<file path="src/verilog/lfse_params.svh">
// Constants of the LIN frame schedule engine: offsets, fields, timing.
// Assumes inclusion by the top and frame store design files.
`ifndef LFSE_PARAMS_SVH
`define LFSE_PARAMS_SVH
`define LFSE_A_CTRL 8'h00
`define LFSE_A_STAT 8'h04
`define LFSE_A_SREQ 8'h08
`define LFSE_A_SADR 8'h0C
`define LFSE_A_SDAT 8'h10
`define LFSE_A_FSEL 8'h14
`define LFSE_A_FCFG 8'h18
`define LFSE_A_FD0 8'h1C
`define LFSE_A_FD1 8'h20
`define LFSE_A_FSTAT 8'h24
`define LFSE_A_STRID 8'h28
`define LFSE_A_STRD0 8'h2C
`define LFSE_A_STRD1 8'h30
`define LFSE_A_STRTS 8'h34
`define LFSE_A_RXID 8'h38
`define LFSE_A_RXD0 8'h3C
`define LFSE_A_RXD1 8'h40
`define LFSE_A_TIME 8'h44
`define LFSE_CW 14
`define LFSE_F_ID 5:0
`define LFSE_F_OUT 6
`define LFSE_F_EVT 7
`define LFSE_F_WAVE 8
`define LFSE_F_LEN 12:9
`define LFSE_F_EN 13
`define LFSE_EW 22
`define LFSE_E_KIND 1:0
`define LFSE_E_CNT 3:2
`define LFSE_E_F0 4
`define LFSE_E_CRS 20:16
`define LFSE_E_LAST 21
`define LFSE_S_ID 5:0
`define LFSE_S_ET 6
`define LFSE_S_LEN 10:7
`define LFSE_S_CRS 15:11
`define LFSE_TICK_NS 1000
`define LFSE_CLK_NS 10
`define LFSE_US_CYC (`LFSE_TICK_NS / `LFSE_CLK_NS)
`define LFSE_SLOT_US 5000
`define LFSE_SLOT_CYC (`LFSE_SLOT_US * `LFSE_US_CYC)
`endif

</file>
<file path="src/verilog/lfse_pkg.sv">
// Types of the LIN frame schedule engine.
// Assumes nothing beyond the constants header.
package lfse_pkg;
  typedef enum logic [1:0] {
    LFSE_ENT_UNCOND = 2'b00,
    LFSE_ENT_SPOR = 2'b01,
    LFSE_ENT_EVTRIG = 2'b10
  } lfse_kind_t;
  typedef enum logic [2:0] {
    LFSE_SRC_NONE = 3'b000,
    LFSE_SRC_CRS = 3'b001,
    LFSE_SRC_ONCE = 3'b010,
    LFSE_SRC_STR = 3'b011,
    LFSE_SRC_CONT = 3'b100
  } lfse_src_t;
endpackage : lfse_pkg

</file>
<file path="src/verilog/lfse_top.sv">
// LIN frame schedule engine: schedule runner, stream output, slave
// responder and receive capture behind a classic Wishbone slave.
// Assumes a frame-level link: bit framing and checksum live outside.
//
// The Wishbone interface to the registers and the address map were decided locally.
`include "lfse_params.svh"
module lfse_top #(
  parameter int NF = 8,
  parameter int NE = 32,
  parameter int SLOT_CYC = `LFSE_SLOT_CYC
) (
  input wire logic clk_i,
  input wire logic rst_i,
  input wire logic wb_cyc_i,
  input wire logic wb_stb_i,
  input wire logic wb_we_i,
  input wire logic [7:0] wb_adr_i,
  input wire logic [3:0] wb_sel_i,
  input wire logic [31:0] wb_dat_i,
  output logic [31:0] wb_dat_o,
  output logic wb_ack_o,
  input wire logic rx_hdr_i,
  input wire logic [5:0] rx_hdr_id_i,
  input wire logic rx_frm_i,
  input wire logic [5:0] rx_frm_id_i,
  input wire logic [3:0] rx_frm_len_i,
  input wire logic [63:0] rx_frm_dat_i,
  input wire logic collision_i,
  output logic tx_hdr_o,
  output logic [5:0] tx_hdr_id_o,
  output logic tx_rsp_o,
  output logic [3:0] tx_rsp_len_o,
  output logic [63:0] tx_rsp_dat_o,
  output logic master_o
);
  localparam int IW = $clog2(NF);
  localparam int CW = `LFSE_CW;
  localparam int US_CYC = `LFSE_US_CYC;

  // Id lookup over all enabled frame slots, first match wins
  function automatic logic [IW:0] lfse_find(input logic [5:0] id,
                                            input logic [NF*CW-1:0] cfg);
    logic [IW:0] r;
    r = '0;
    for (int k = NF - 1; k >= 0; k--) begin
      if (cfg[k*CW + `LFSE_F_EN] && cfg[k*CW +: 6] == id) begin
        r = {1'b1, IW'(k)};
      end
    end
    return r;
  endfunction : lfse_find

  // Whether an output slot answers now: cyclic if its length is nonzero, event only if also fresh
  function automatic logic lfse_rsp(input logic [CW-1:0] c, input logic p);
    return c[`LFSE_F_EN] && c[`LFSE_F_OUT] && c[`LFSE_F_LEN] != 4'h0 &&
           (!c[`LFSE_F_EVT] || p);
  endfunction : lfse_rsp

  // Bus slave
  logic ack_q;
  logic [31:0] rdat_q;
  logic [31:0] rd_mux;
  wire acc = wb_cyc_i && wb_stb_i && !ack_q;
  wire wr = acc && wb_we_i;
  wire [31:0] lane_m = {{8{wb_sel_i[3]}}, {8{wb_sel_i[2]}}, {8{wb_sel_i[1]}},
                        {8{wb_sel_i[0]}}};
  wire [31:0] wd = (wb_dat_i & lane_m) | (rd_mux & ~lane_m);
  wire w_ctrl = wr && wb_adr_i == `LFSE_A_CTRL;
  wire w_stat = wr && wb_adr_i == `LFSE_A_STAT;
  wire w_sreq = wr && wb_adr_i == `LFSE_A_SREQ;
  wire w_sadr = wr && wb_adr_i == `LFSE_A_SADR;
  wire w_sdat = wr && wb_adr_i == `LFSE_A_SDAT;
  wire w_fsel = wr && wb_adr_i == `LFSE_A_FSEL;
  wire w_fcfg = wr && wb_adr_i == `LFSE_A_FCFG;
  wire w_fd0 = wr && wb_adr_i == `LFSE_A_FD0;
  wire w_fd1 = wr && wb_adr_i == `LFSE_A_FD1;
  wire w_sid = wr && wb_adr_i == `LFSE_A_STRID;
  wire w_sd0 = wr && wb_adr_i == `LFSE_A_STRD0;
  wire w_sd1 = wr && wb_adr_i == `LFSE_A_STRD1;
  wire w_sts = wr && wb_adr_i == `LFSE_A_STRTS;
  wire r_fd1 = acc && !wb_we_i && wb_adr_i == `LFSE_A_FD1;
  wire r_rxd1 = acc && !wb_we_i && wb_adr_i == `LFSE_A_RXD1;

  // Software-visible state
  logic [1:0] ctrl_q;
  logic master_q;
  logic err_q;
  logic [4:0] sadr_q;
  logic [`LFSE_EW-1:0] sched_q [NE];
  logic [IW-1:0] fsel_q;
  logic [31:0] fd0_q;
  logic [15:0] sid_q;
  logic [31:0] sd0_q;
  logic [31:0] sd1_q;
  logic [31:0] sts_q;
  logic str_pend_q;
  logic [15:0] rxid_q;
  logic [63:0] rxd_q;
  logic [31:0] time_q;
  logic [7:0] us_q;

  // Scheduler state
  logic cont_act_q;
  logic once_act_q;
  logic crs_act_q;
  logic [4:0] cont_start_q;
  logic [4:0] cont_ptr_q;
  logic [4:0] once_ptr_q;
  logic [4:0] crs_ptr_q;
  logic [4:0] crs_lat_q;
  logic slot_et_q;
  logic [31:0] slot_q;

  // Frame store
  logic [NF*CW-1:0] cfg_all;
  logic [NF-1:0] pend_all;
  logic [NF-1:0] new_all;
  logic [63:0] sel_dat;
  logic [63:0] tx_dat;
  logic [IW-1:0] tx_idx;
  logic tx_clr;
  wire [CW-1:0] scfg = cfg_all[fsel_q*CW +: CW];
  // Slave has no schedule to resample against
  wire wave_refused = w_fd1 && scfg[`LFSE_F_WAVE] && !master_q;
  wire str_refused = w_sd1 && !master_q;
  wire pay_we = w_fd1 && !wave_refused;
  wire [IW:0] r_fnd = lfse_find(rx_frm_id_i, cfg_all);
  wire [CW-1:0] rcfg = cfg_all[r_fnd[IW-1:0]*CW +: CW];
  wire rx_we = rx_frm_i && r_fnd[IW] && !rcfg[`LFSE_F_OUT];

  lfse_frame_store #(.NF(NF), .IW(IW)) u_store (
    .clk_i(clk_i),
    .rst_i(rst_i),
    .sel_i(fsel_q),
    .cfg_we_i(w_fcfg),
    .cfg_i(wd[CW-1:0]),
    .pay_we_i(pay_we),
    .pay_i({wd, fd0_q}),
    .rd_clr_i(r_fd1),
    .tx_clr_i(tx_clr),
    .tx_idx_i(tx_idx),
    .rx_we_i(rx_we),
    .rx_idx_i(r_fnd[IW-1:0]),
    .rx_len_i(rx_frm_len_i),
    .rx_dat_i(rx_frm_dat_i),
    .cfg_o(cfg_all),
    .pend_o(pend_all),
    .new_o(new_all),
    .sel_dat_o(sel_dat),
    .tx_dat_o(tx_dat)
  );

  assign rd_mux =
    (wb_adr_i == `LFSE_A_CTRL) ? {30'h0, ctrl_q} :
    (wb_adr_i == `LFSE_A_STAT) ? {28'h0, err_q, str_pend_q, once_act_q | crs_act_q,
                                  master_q} :
    (wb_adr_i == `LFSE_A_SADR) ? {27'h0, sadr_q} :
    (wb_adr_i == `LFSE_A_SDAT) ? {10'h0, sched_q[sadr_q]} :
    (wb_adr_i == `LFSE_A_FSEL) ? 32'(fsel_q) :
    (wb_adr_i == `LFSE_A_FCFG) ? 32'(scfg) :
    (wb_adr_i == `LFSE_A_FD0) ? sel_dat[31:0] :
    (wb_adr_i == `LFSE_A_FD1) ? sel_dat[63:32] :
    (wb_adr_i == `LFSE_A_FSTAT) ? {30'h0, new_all[fsel_q], pend_all[fsel_q]} :
    (wb_adr_i == `LFSE_A_STRID) ? {16'h0, sid_q} :
    (wb_adr_i == `LFSE_A_STRD0) ? sd0_q :
    (wb_adr_i == `LFSE_A_STRD1) ? sd1_q :
    (wb_adr_i == `LFSE_A_STRTS) ? sts_q :
    (wb_adr_i == `LFSE_A_RXID) ? {16'h0, rxid_q} :
    (wb_adr_i == `LFSE_A_RXD0) ? rxd_q[31:0] :
    (wb_adr_i == `LFSE_A_RXD1) ? rxd_q[63:32] :
    (wb_adr_i == `LFSE_A_TIME) ? time_q : 32'h0000_0000;

  wire run = master_q && ctrl_q[0];
  wire bnd = run && slot_q == 32'h0;
  wire replay = ctrl_q[1];
  wire str_ready = str_pend_q && (!replay || time_q >= sts_q);
  // Stream waits behind run-once, steps in front of continuous
  wire src_crs = crs_act_q;
  wire src_once = once_act_q && !crs_act_q;
  wire src_str = str_ready && !crs_act_q && !once_act_q;
  wire src_cont = cont_act_q && !crs_act_q && !once_act_q && !str_ready;
  lfse_pkg::lfse_src_t src;
  assign src = src_crs ? lfse_pkg::LFSE_SRC_CRS :
               src_once ? lfse_pkg::LFSE_SRC_ONCE :
               src_str ? lfse_pkg::LFSE_SRC_STR :
               src_cont ? lfse_pkg::LFSE_SRC_CONT : lfse_pkg::LFSE_SRC_NONE;
  wire go = bnd && src != lfse_pkg::LFSE_SRC_NONE;
  wire [4:0] ptr = src_crs ? crs_ptr_q : src_once ? once_ptr_q : cont_ptr_q;
  wire [`LFSE_EW-1:0] ent = sched_q[ptr];
  wire ent_last = ent[`LFSE_E_LAST];
  lfse_pkg::lfse_kind_t kind;
  assign kind = lfse_pkg::lfse_kind_t'(ent[`LFSE_E_KIND]);

  // Sporadic pick: first pending frame in list order
  logic sp_hit;
  logic [IW-1:0] sp_idx;
  always_comb begin
    sp_hit = 1'b0;
    sp_idx = '0;
    for (int j = 3; j >= 0; j--) begin
      if (j <= int'(ent[`LFSE_E_CNT]) && pend_all[IW'(ent[`LFSE_E_F0 + 3*j +: 3])]) begin
        sp_hit = 1'b1;
        sp_idx = IW'(ent[`LFSE_E_F0 + 3*j +: 3]);
      end
    end
  end

  wire [IW-1:0] m_idx = (kind == lfse_pkg::LFSE_ENT_SPOR) ? sp_idx :
                        IW'(ent[`LFSE_E_F0 +: 3]);
  wire [CW-1:0] mcfg = cfg_all[m_idx*CW +: CW];
  wire ent_ok = mcfg[`LFSE_F_EN] && (kind != lfse_pkg::LFSE_ENT_SPOR || sp_hit);
  wire m_sched = go && !src_str;
  // Header opens an entry only if its frame is enabled and, for sporadic, one is pending; response only from the owner
  wire m_hdr = (m_sched && ent_ok) || (go && src_str);
  wire m_rsp_s = m_sched && ent_ok && lfse_rsp(mcfg, pend_all[m_idx]);
  wire [3:0] str_len = sid_q[`LFSE_S_LEN];
  wire m_rsp_t = go && src_str && str_len != 4'h0;
  wire [5:0] str_hid = (replay && sid_q[`LFSE_S_ET]) ? sd0_q[5:0] :
                       sid_q[`LFSE_S_ID];

  // Slave answers only a header naming its frame
  wire [IW:0] s_fnd = lfse_find(rx_hdr_id_i, cfg_all);
  wire [CW-1:0] s_cfg = cfg_all[s_fnd[IW-1:0]*CW +: CW];
  wire s_rsp = !master_q && rx_hdr_i && s_fnd[IW] &&
               lfse_rsp(s_cfg, pend_all[s_fnd[IW-1:0]]);
  assign tx_idx = master_q ? m_idx : s_fnd[IW-1:0];
  wire [CW-1:0] tcfg = cfg_all[tx_idx*CW +: CW];
  assign tx_clr = m_rsp_s || s_rsp;
  wire et_slot = (m_sched && kind == lfse_pkg::LFSE_ENT_EVTRIG) ||
                 (go && src_str && !replay && sid_q[`LFSE_S_ET]);
  wire [4:0] crs_start = src_str ? sid_q[`LFSE_S_CRS] : ent[`LFSE_E_CRS];
  wire collided = run && slot_et_q && collision_i;

  always_ff @(posedge clk_i) begin
    if (rst_i) begin
      ack_q <= 1'b0;
      rdat_q <= 32'h0000_0000;
    end else begin
      ack_q <= acc;
      rdat_q <= acc ? rd_mux : 32'h0000_0000;
    end
  end

  always_ff @(posedge clk_i) begin
    if (rst_i) begin
      ctrl_q <= 2'h0;
      sadr_q <= 5'h00;
      fsel_q <= '0;
      fd0_q <= 32'h0000_0000;
      sid_q <= 16'h0000;
      sd0_q <= 32'h0000_0000;
      sd1_q <= 32'h0000_0000;
      sts_q <= 32'h0000_0000;
    end else begin
      if (w_ctrl) ctrl_q <= wd[1:0];
      if (w_sadr) sadr_q <= wd[4:0];
      if (w_fsel) fsel_q <= wd[IW-1:0];
      if (w_fd0) fd0_q <= wd;
      if (w_sid && !str_pend_q) sid_q <= wd[15:0];
      if (w_sd0 && !str_pend_q) sd0_q <= wd;
      if (w_sd1 && master_q && !str_pend_q) sd1_q <= wd;
      if (w_sts && !str_pend_q) sts_q <= wd;
    end
  end

  always_ff @(posedge clk_i) begin
    if (w_sdat) sched_q[sadr_q] <= wd[`LFSE_EW-1:0];
  end

  // Error, stream pending, receive capture, time base
  always_ff @(posedge clk_i) begin
    if (rst_i) begin
      err_q <= 1'b0;
      str_pend_q <= 1'b0;
      rxid_q <= 16'h0000;
      rxd_q <= 64'h0;
      us_q <= 8'h00;
      time_q <= 32'h0000_0000;
    end else begin
      if (wave_refused || str_refused) err_q <= 1'b1;
      else if (w_stat && wd[3]) err_q <= 1'b0;
      // One shot per write, never cyclic
      if (w_sd1 && master_q && !str_pend_q) str_pend_q <= 1'b1;
      else if (go && src_str) str_pend_q <= 1'b0;
      if (rx_frm_i) begin
        rxid_q <= {5'h00, 1'b1, rx_frm_len_i, rx_frm_id_i};
        rxd_q <= rx_frm_dat_i;
      end else if (r_rxd1) begin
        rxid_q[10] <= 1'b0;
      end
      us_q <= (us_q == 8'(US_CYC - 1)) ? 8'h00 : us_q + 8'h01;
      if (us_q == 8'(US_CYC - 1)) time_q <= time_q + 32'h1;
    end
  end

  // Schedule runner; every entry holds one slot time, so a single-entry
  // frame recurs once per pass over the table
  always_ff @(posedge clk_i) begin
    if (rst_i) begin
      master_q <= 1'b0;
      cont_act_q <= 1'b0;
      once_act_q <= 1'b0;
      crs_act_q <= 1'b0;
      cont_start_q <= 5'h00;
      cont_ptr_q <= 5'h00;
      once_ptr_q <= 5'h00;
      crs_ptr_q <= 5'h00;
      crs_lat_q <= 5'h00;
      slot_et_q <= 1'b0;
      slot_q <= 32'h0000_0000;
    end else begin
      if (go) slot_q <= 32'(SLOT_CYC - 1);
      else if (slot_q != 32'h0) slot_q <= slot_q - 32'h1;
      if (go) begin
        slot_et_q <= et_slot;
        crs_lat_q <= crs_start;
      end else if (collided) begin
        slot_et_q <= 1'b0;
      end
      if (go && src_crs) begin
        if (ent_last) crs_act_q <= 1'b0;
        crs_ptr_q <= ptr + 5'h01;
      end else if (collided) begin
        crs_act_q <= 1'b1;
        crs_ptr_q <= crs_lat_q;
      end
      if (go && src_once) begin
        if (ent_last) once_act_q <= 1'b0;
        once_ptr_q <= ptr + 5'h01;
      end
      if (go && src_cont) cont_ptr_q <= ent_last ? cont_start_q : ptr + 5'h01;
      // Host request turns the interface into master
      if (w_sreq) begin
        master_q <= 1'b1;
        if (wd[5]) begin
          once_act_q <= 1'b1;
          once_ptr_q <= wd[4:0];
        end else begin
          cont_act_q <= 1'b1;
          cont_start_q <= wd[4:0];
          cont_ptr_q <= wd[4:0];
        end
      end
    end
  end

  // Link outputs; at most one header per entry execution
  always_ff @(posedge clk_i) begin
    if (rst_i) begin
      tx_hdr_o <= 1'b0;
      tx_hdr_id_o <= 6'h00;
      tx_rsp_o <= 1'b0;
      tx_rsp_len_o <= 4'h0;
      tx_rsp_dat_o <= 64'h0;
      master_o <= 1'b0;
      wb_dat_o <= 32'h0000_0000;
      wb_ack_o <= 1'b0;
    end else begin
      tx_hdr_o <= m_hdr;
      if (m_hdr) tx_hdr_id_o <= src_str ? str_hid : mcfg[`LFSE_F_ID];
      tx_rsp_o <= m_rsp_s || m_rsp_t || s_rsp;
      if (m_rsp_t) begin
        tx_rsp_len_o <= str_len;
        tx_rsp_dat_o <= {sd1_q, sd0_q};
      end else if (m_rsp_s || s_rsp) begin
        tx_rsp_len_o <= tcfg[`LFSE_F_LEN];
        tx_rsp_dat_o <= tx_dat;
      end
      master_o <= master_q;
      wb_dat_o <= acc ? rd_mux : rdat_q;
      wb_ack_o <= acc;
    end
  end
endmodule : lfse_top

</file>
<file path="src/verilog/lfse_frame_store.sv">
// Per-frame configuration, payload, pending and new-data flags.
// Assumes one write per slot per cycle from the top; reads are combinational.
`include "lfse_params.svh"
module lfse_frame_store #(
  parameter int NF = 8,
  parameter int IW = 3
) (
  input wire logic clk_i,
  input wire logic rst_i,
  input wire logic [IW-1:0] sel_i,
  input wire logic cfg_we_i,
  input wire logic [`LFSE_CW-1:0] cfg_i,
  input wire logic pay_we_i,
  input wire logic [63:0] pay_i,
  input wire logic rd_clr_i,
  input wire logic tx_clr_i,
  input wire logic [IW-1:0] tx_idx_i,
  input wire logic rx_we_i,
  input wire logic [IW-1:0] rx_idx_i,
  input wire logic [3:0] rx_len_i,
  input wire logic [63:0] rx_dat_i,
  output logic [NF*`LFSE_CW-1:0] cfg_o,
  output logic [NF-1:0] pend_o,
  output logic [NF-1:0] new_o,
  output logic [63:0] sel_dat_o,
  output logic [63:0] tx_dat_o
);
  logic [NF*64-1:0] dat_all;

  for (genvar k = 0; k < NF; k++) begin : g_slot
    logic [`LFSE_CW-1:0] cfg_q;
    logic [63:0] dat_q;
    logic pend_q;
    logic new_q;
    wire sel_hit = sel_i == IW'(k);
    wire rx_hit = rx_we_i && rx_idx_i == IW'(k);
    always_ff @(posedge clk_i) begin
      if (rst_i) begin
        cfg_q <= '0;
        dat_q <= '0;
        pend_q <= 1'b0;
        new_q <= 1'b0;
      end else begin
        if (cfg_we_i && sel_hit) begin
          cfg_q <= cfg_i;
        end else if (rx_hit) begin
          cfg_q[`LFSE_F_LEN] <= rx_len_i;
        end
        // Payload is replaced only by a new write or a received frame, so a resend repeats it
        if (pay_we_i && sel_hit) begin
          dat_q <= pay_i;
        end else if (rx_hit) begin
          dat_q <= rx_dat_i;
        end
        // Fresh write beats a same-cycle consume
        if (pay_we_i && sel_hit) begin
          pend_q <= 1'b1;
        end else if (tx_clr_i && tx_idx_i == IW'(k)) begin
          pend_q <= 1'b0;
        end
        if (rx_hit) begin
          new_q <= 1'b1;
        end else if (rd_clr_i && sel_hit) begin
          new_q <= 1'b0;
        end
      end
    end
    assign cfg_o[k*`LFSE_CW +: `LFSE_CW] = cfg_q;
    assign dat_all[k*64 +: 64] = dat_q;
    assign pend_o[k] = pend_q;
    assign new_o[k] = new_q;
  end

  assign sel_dat_o = dat_all[sel_i*64 +: 64];
  assign tx_dat_o = dat_all[tx_idx_i*64 +: 64];
endmodule : lfse_frame_store

</file>
<file path="config.mk">
export PLATFORM = sky130hd
export DESIGN_NAME = lfse_top
export DESIGN_NICKNAME = d
export VERILOG_FILES = /design/src/verilog/lfse_pkg.sv /design/src/verilog/lfse_top.sv /design/src/verilog/lfse_frame_store.sv
export VERILOG_INCLUDE_DIRS = /design/src /design/src/verilog
export SDC_FILE = /design/constraint.sdc
export NUM_CORES = 2
export LEC_CHECK = 0
export BUFFER_PORTS_ARGS = -buffer_cell sky130_fd_sc_hd__buf_2
export CAP_MARGIN = 10
export CORE_ASPECT_RATIO = 0.75
export CORE_MARGIN = 2
export CORE_UTILIZATION = 40
export DETAILED_ROUTE_END_ITERATION = 12
export SLEW_MARGIN = 10
export SYNTH_ARGS = -nofsm -noshare
export SYNTH_HDL_FRONTEND = slang
export SYNTH_SLANG_ARGS = --single-unit
</file>
<file path="constraint.sdc">
create_clock -name clk_i -period 6.92 [get_ports clk_i]
set_clock_uncertainty 0.2 [all_clocks]
set_input_delay 2.076 -clock clk_i [delete_from_list [all_inputs] [get_ports clk_i]]
set_output_delay 2.076 -clock clk_i [all_outputs]
set_load 0.005 [all_outputs]
</file>
==> results.json <==
{
  "power_leakage_uw": 0.0358,
  "detailroute.via_count": 77600,
  "critPathLaunchType": "flip-flop",
  "maxCapViolCount": 0,
  "insertion_delay_ns": 0.87,
  "crit_path_max_fanout": 41,
  "globalplace.congestion": 0.991,
  "number_of_nets_at_the_end_of_the_flow": 8613,
  "r2r_setup_slack_ns": 0.30,
  "fp.dieH_um": 421,
  "worstRegToRegCells": 18,
  "detailedRoute.firstIterationViolations": 13400,
  "placement.io_buffers": 241,
  "grt_start_max_net_pins": 225,
  "power.total_uw": 23300,
  "period_minus_slack_ns": 6.62,
  "dieArea_sq_um": 236000,
  "dp_cells": 11400,
  "critPathLaunch": "once_act_q",
  "worst_pin_slew_ns": 1.31,
  "design.core.area_sq_um": 231000,
  "final_critical_path_setup_slack_ns": 0.304,
  "drt-wirelength-per-cell_um": 33.4,
  "floorplan.io_pins": 242,
  "power_per_cell_area_nw_per_um2": 220,
  "min_path_type": "flip-flop to flip-flop",
  "setup_tns_ns": 0,
  "antenna_left": 0,
  "clock_sink_count": 1824,
  "run_status": "finished clean",
  "worst-endpoint-arrival_ns": 7.13,
  "number_of_storage_elements_in_the_synthesis_netlist": 1824,
  "ir_drop_mv": 0.272,
  "worst_setup_path_endpoint": "tx_hdr_o",
  "fraction_of_layout_cells_with_a_size_suffix_above_1_pct": 18.9,
  "grt_use_total_pct": 32.0,
  "reg2reg_to": "tx_hdr_o",
  "drc_errors": 0,
  "avgSynthCellArea_sq_um": 10.9,
  "row_count": 153,
  "antenna_violations_before_repair": 62,
  "cts-buffers-inserted": 190,
  "die_w_um": 560,
  "endpoint_kind": "flip-flop",
  "synth_edf_count": 704,
  "grt_first_pass_wirelength_mm": 550,
  "cts-htree-levels": 4,
  "worst-endpoint-required_ns": 7.44,
  "first_global_vias": 72100,
  "synthCells": 8479,
  "ys.flop_type": "sky130_fd_sc_hd__dfxtp_1",
  "post_layout_nonfiller_instances": 11700,
  "slew-limit-headroom_pct": 12.4,
  "dpl_cell_area_sq_um": 99200,
  "report.final.hold_viol_count": 0,
  "sum_of_routed_wire_length_over_all_layers_mm": 392,
  "drtPass1Iterations": 13,
  "timing.rr.start": "once_act_q",
  "tritoncts": "done",
  "place_worst_setup_slack_ns": 0.0194,
  "average_vias_per_placed_instance": 6.61,
  "synth_unique_cells": 97,
  "synth_fp_nets": 8647,
  "ys_async_sr_fraction_pct": 0,
  "clock_path_buffers": 3,
  "setup_viol": 0,
  "synthToLayoutAreaGrowth_pct": 14.0,
  "fmaxAchievable_mhz": 151,
  "overflow": 0,
  "finalInstanceArea_sq_um": 106000,
  "clk_pin_slew_worst_paths_ns": 0.06,
  "initial_utilization_pct": 40.1,
  "synth-warning-count": 0,
  "finalCritPeriodShare_pct": 95.6,
  "detailed_place_hpwl_mm": 261,
  "clock_tree.root_cell": "sky130_fd_sc_hd__clkbuf_16",
  "synth-seq-area-share_pct": 46.9,
  "fill_cells": 21100,
  "syn-cell-area_sq_um": 92800,
  "timing.final.max_slew_violations": 0,
  "rsz0062_at_grt": "no",
  "timing.setup.critical_path_class": "flip-flop to flip-flop"
}
[metal layers]
layer | track usage, % | routed length (um)
met3 | 13.8 | 62900
met4 | 11.9 | 15400
met1 | 45.5 | 158000
met2 | 42.5 | 155000
met5 | 0 | 310
[how the worst min path moves through the flow]
stage               startpoint            to  slack [ns]  cells past startpoint
floorplan            rdat_q[4]   wb_dat_o[4]        0.20                      1
global placement     rdat_q[7]   wb_dat_o[7]        0.21                      1
detailed placement  rdat_q[12]  wb_dat_o[12]        0.21                      1
CTS                 rdat_q[15]  wb_dat_o[15]        0.23                      1
global route        rdat_q[15]  wb_dat_o[15]        0.24                      1
finish              rdat_q[19]  wb_dat_o[19]        0.23                      1
[logic make-up after synthesis]
logic type,Yosys count,synth area share [%]
buf+inv,970,4.32
compound gates,1761,13.5
simple gates,2176,9.86
mux,1552,23.4
xor+xnor,160,1.51
fa+ha+maj,36,0.485
flops,1824,46.9
[state kept, by name (all words and copies together), names as in the netlist, 6 cells and up, named ones only]
signal	count
sched_q	704
u_store.g_slot.dat_q	512
u_store.g_slot.cfg_q	112
rxd_q	64
tx_rsp_dat_o	64
fd0_q	32
rdat_q	32
sd0_q	32
sd1_q	32
slot_q	32
sts_q	32
time_q	32
wb_dat_o	32
sid_q	16
rxid_q	11
u_store.g_slot.new_q	8
u_store.g_slot.pend_q	8
us_q	8
tx_hdr_id_o	6
[through the flow]
stage | utilization, % | hold slack, ns
floorplan | - | 0.203
global placement | 42.9 | 0.208
detailed placement | 42.9 | 0.208
CTS | 45.7 | 0.228
global route | 45.7 | 0.239
finish | 45.8 | 0.225
[Yosys cell counts (all sizes together), types with 10 or more instances]
library cell  number  share of area [%]
or3               26               0.18
nor2b             23               0.16
nor4              33               0.22
nand2            772                3.1
a31oi             22               0.15
mux2i            997                 11
mux2              66               0.80
o21a              15               0.12
or2               12              0.081
a21oi            313                1.7
a22oi            111               0.90
a21o              44               0.36
xnor2             77               0.73
edfxtp           704                 23
nor3              59               0.32
nand3            100               0.54
ha                36               0.49
o211ai            32               0.26
a222oi            87               0.94
o21ai            214                1.2
or4               15               0.12
xor2              83               0.78
o221ai            16               0.15
o2111ai           22               0.21
a22o              12               0.11
nand2b            21               0.14
and3              27               0.18
dfxtp           1120                 24
a221oi            92               0.90
a2111oi           10              0.096
o31ai             11              0.094
clkbuf           581                2.3
a32oi             13               0.13
a211oi           608                4.9
inv              107               0.43
and2              40               0.27
nor2             965                3.9
a311oi            10               0.10
buf              278                1.5
o22ai             44               0.30
nand4             53               0.36
o22a              21               0.20
mux4             489                 12
[layout by cell type, fill, tap and decap left out, types with 36 or more instances in the layout]
cell	Yosys	final
sky130_fd_sc_hd__a211oi_1	607	607
sky130_fd_sc_hd__a21o_1	44	44
sky130_fd_sc_hd__a21oi_1	313	310
sky130_fd_sc_hd__a221oi_1	88	88
sky130_fd_sc_hd__a222oi_1	87	87
sky130_fd_sc_hd__a22oi_1	111	111
sky130_fd_sc_hd__and2_1	38	36
sky130_fd_sc_hd__buf_12	4	93
sky130_fd_sc_hd__buf_2	54	239
sky130_fd_sc_hd__buf_4	28	302
sky130_fd_sc_hd__clkbuf_1	581	41
sky130_fd_sc_hd__clkbuf_16	0	195
sky130_fd_sc_hd__dfxtp_1	1120	1112
sky130_fd_sc_hd__edfxtp_1	704	704
sky130_fd_sc_hd__ha_1	36	36
sky130_fd_sc_hd__inv_1	106	105
sky130_fd_sc_hd__mux2_2	63	63
sky130_fd_sc_hd__mux2i_1	997	984
sky130_fd_sc_hd__mux4_2	489	489
sky130_fd_sc_hd__nand2_1	772	763
sky130_fd_sc_hd__nand3_1	100	99
sky130_fd_sc_hd__nand4_1	53	53
sky130_fd_sc_hd__nor2_1	965	924
sky130_fd_sc_hd__nor2_4	0	40
sky130_fd_sc_hd__nor3_1	59	52
sky130_fd_sc_hd__o21ai_0	166	163
sky130_fd_sc_hd__o21ai_1	46	47
sky130_fd_sc_hd__o22ai_1	44	44
sky130_fd_sc_hd__xnor2_1	77	77
sky130_fd_sc_hd__xor2_1	83	83
[critical path: stages, from the launching register on]
cell	delay, ns
sky130_fd_sc_hd__dfxtp_1	0.51
sky130_fd_sc_hd__mux2_2	0.43
sky130_fd_sc_hd__o21a_2	0.25
sky130_fd_sc_hd__buf_12	0.17
sky130_fd_sc_hd__mux2_2	0.32
sky130_fd_sc_hd__o22ai_1	0.25
sky130_fd_sc_hd__o32ai_2	0.17
sky130_fd_sc_hd__a311oi_2	0.48
sky130_fd_sc_hd__a221oi_2	0.10
sky130_fd_sc_hd__or4_1	0.59
sky130_fd_sc_hd__a2111o_1	0.43
sky130_fd_sc_hd__a211o_1	0.37
sky130_fd_sc_hd__and2_1	0.26
sky130_fd_sc_hd__mux2_1	0.34
sky130_fd_sc_hd__o221a_1	0.25
sky130_fd_sc_hd__or2_1	0.33
sky130_fd_sc_hd__a31oi_1	0.70
sky130_fd_sc_hd__buf_4	0.22
sky130_fd_sc_hd__nor2_1	0.03
[cell type report]
| type | count | area, sq um | share of cell area [%] |
|---|---|---|---|
| Clock buffer | 262 | 5390 | 5.09 |
| Multi-Input combinational cell | 5685 | 46000 | 43.5 |
| Clock inverter | 90 | 1110 | 1.05 |
| Tap cell | 3100 | 3880 | 3.67 |
| Inverter | 108 | 420 | 0.397 |
| Timing Repair Buffer | 636 | 5350 | 5.06 |
| Sequential cell | 1824 | 43600 | 41.2 |
| Antenna cell | 30 | 75.1 | 0.0710 |
[what timing repair did]
item	CTS	global route
resized for setup	0	7
buffers inserted	0	2
hold buffers	0	0
endpoints found under the setup margin	0	56
[where the power goes]
part	internal (uW)	leakage (uW)	switching, uW	total, uW
sequential	11200	0.0154	107	11300
clock	6270	0.00319	4610	10900
combinational	332	0.0172	762	1090
(Power assumes the default switching activity.)
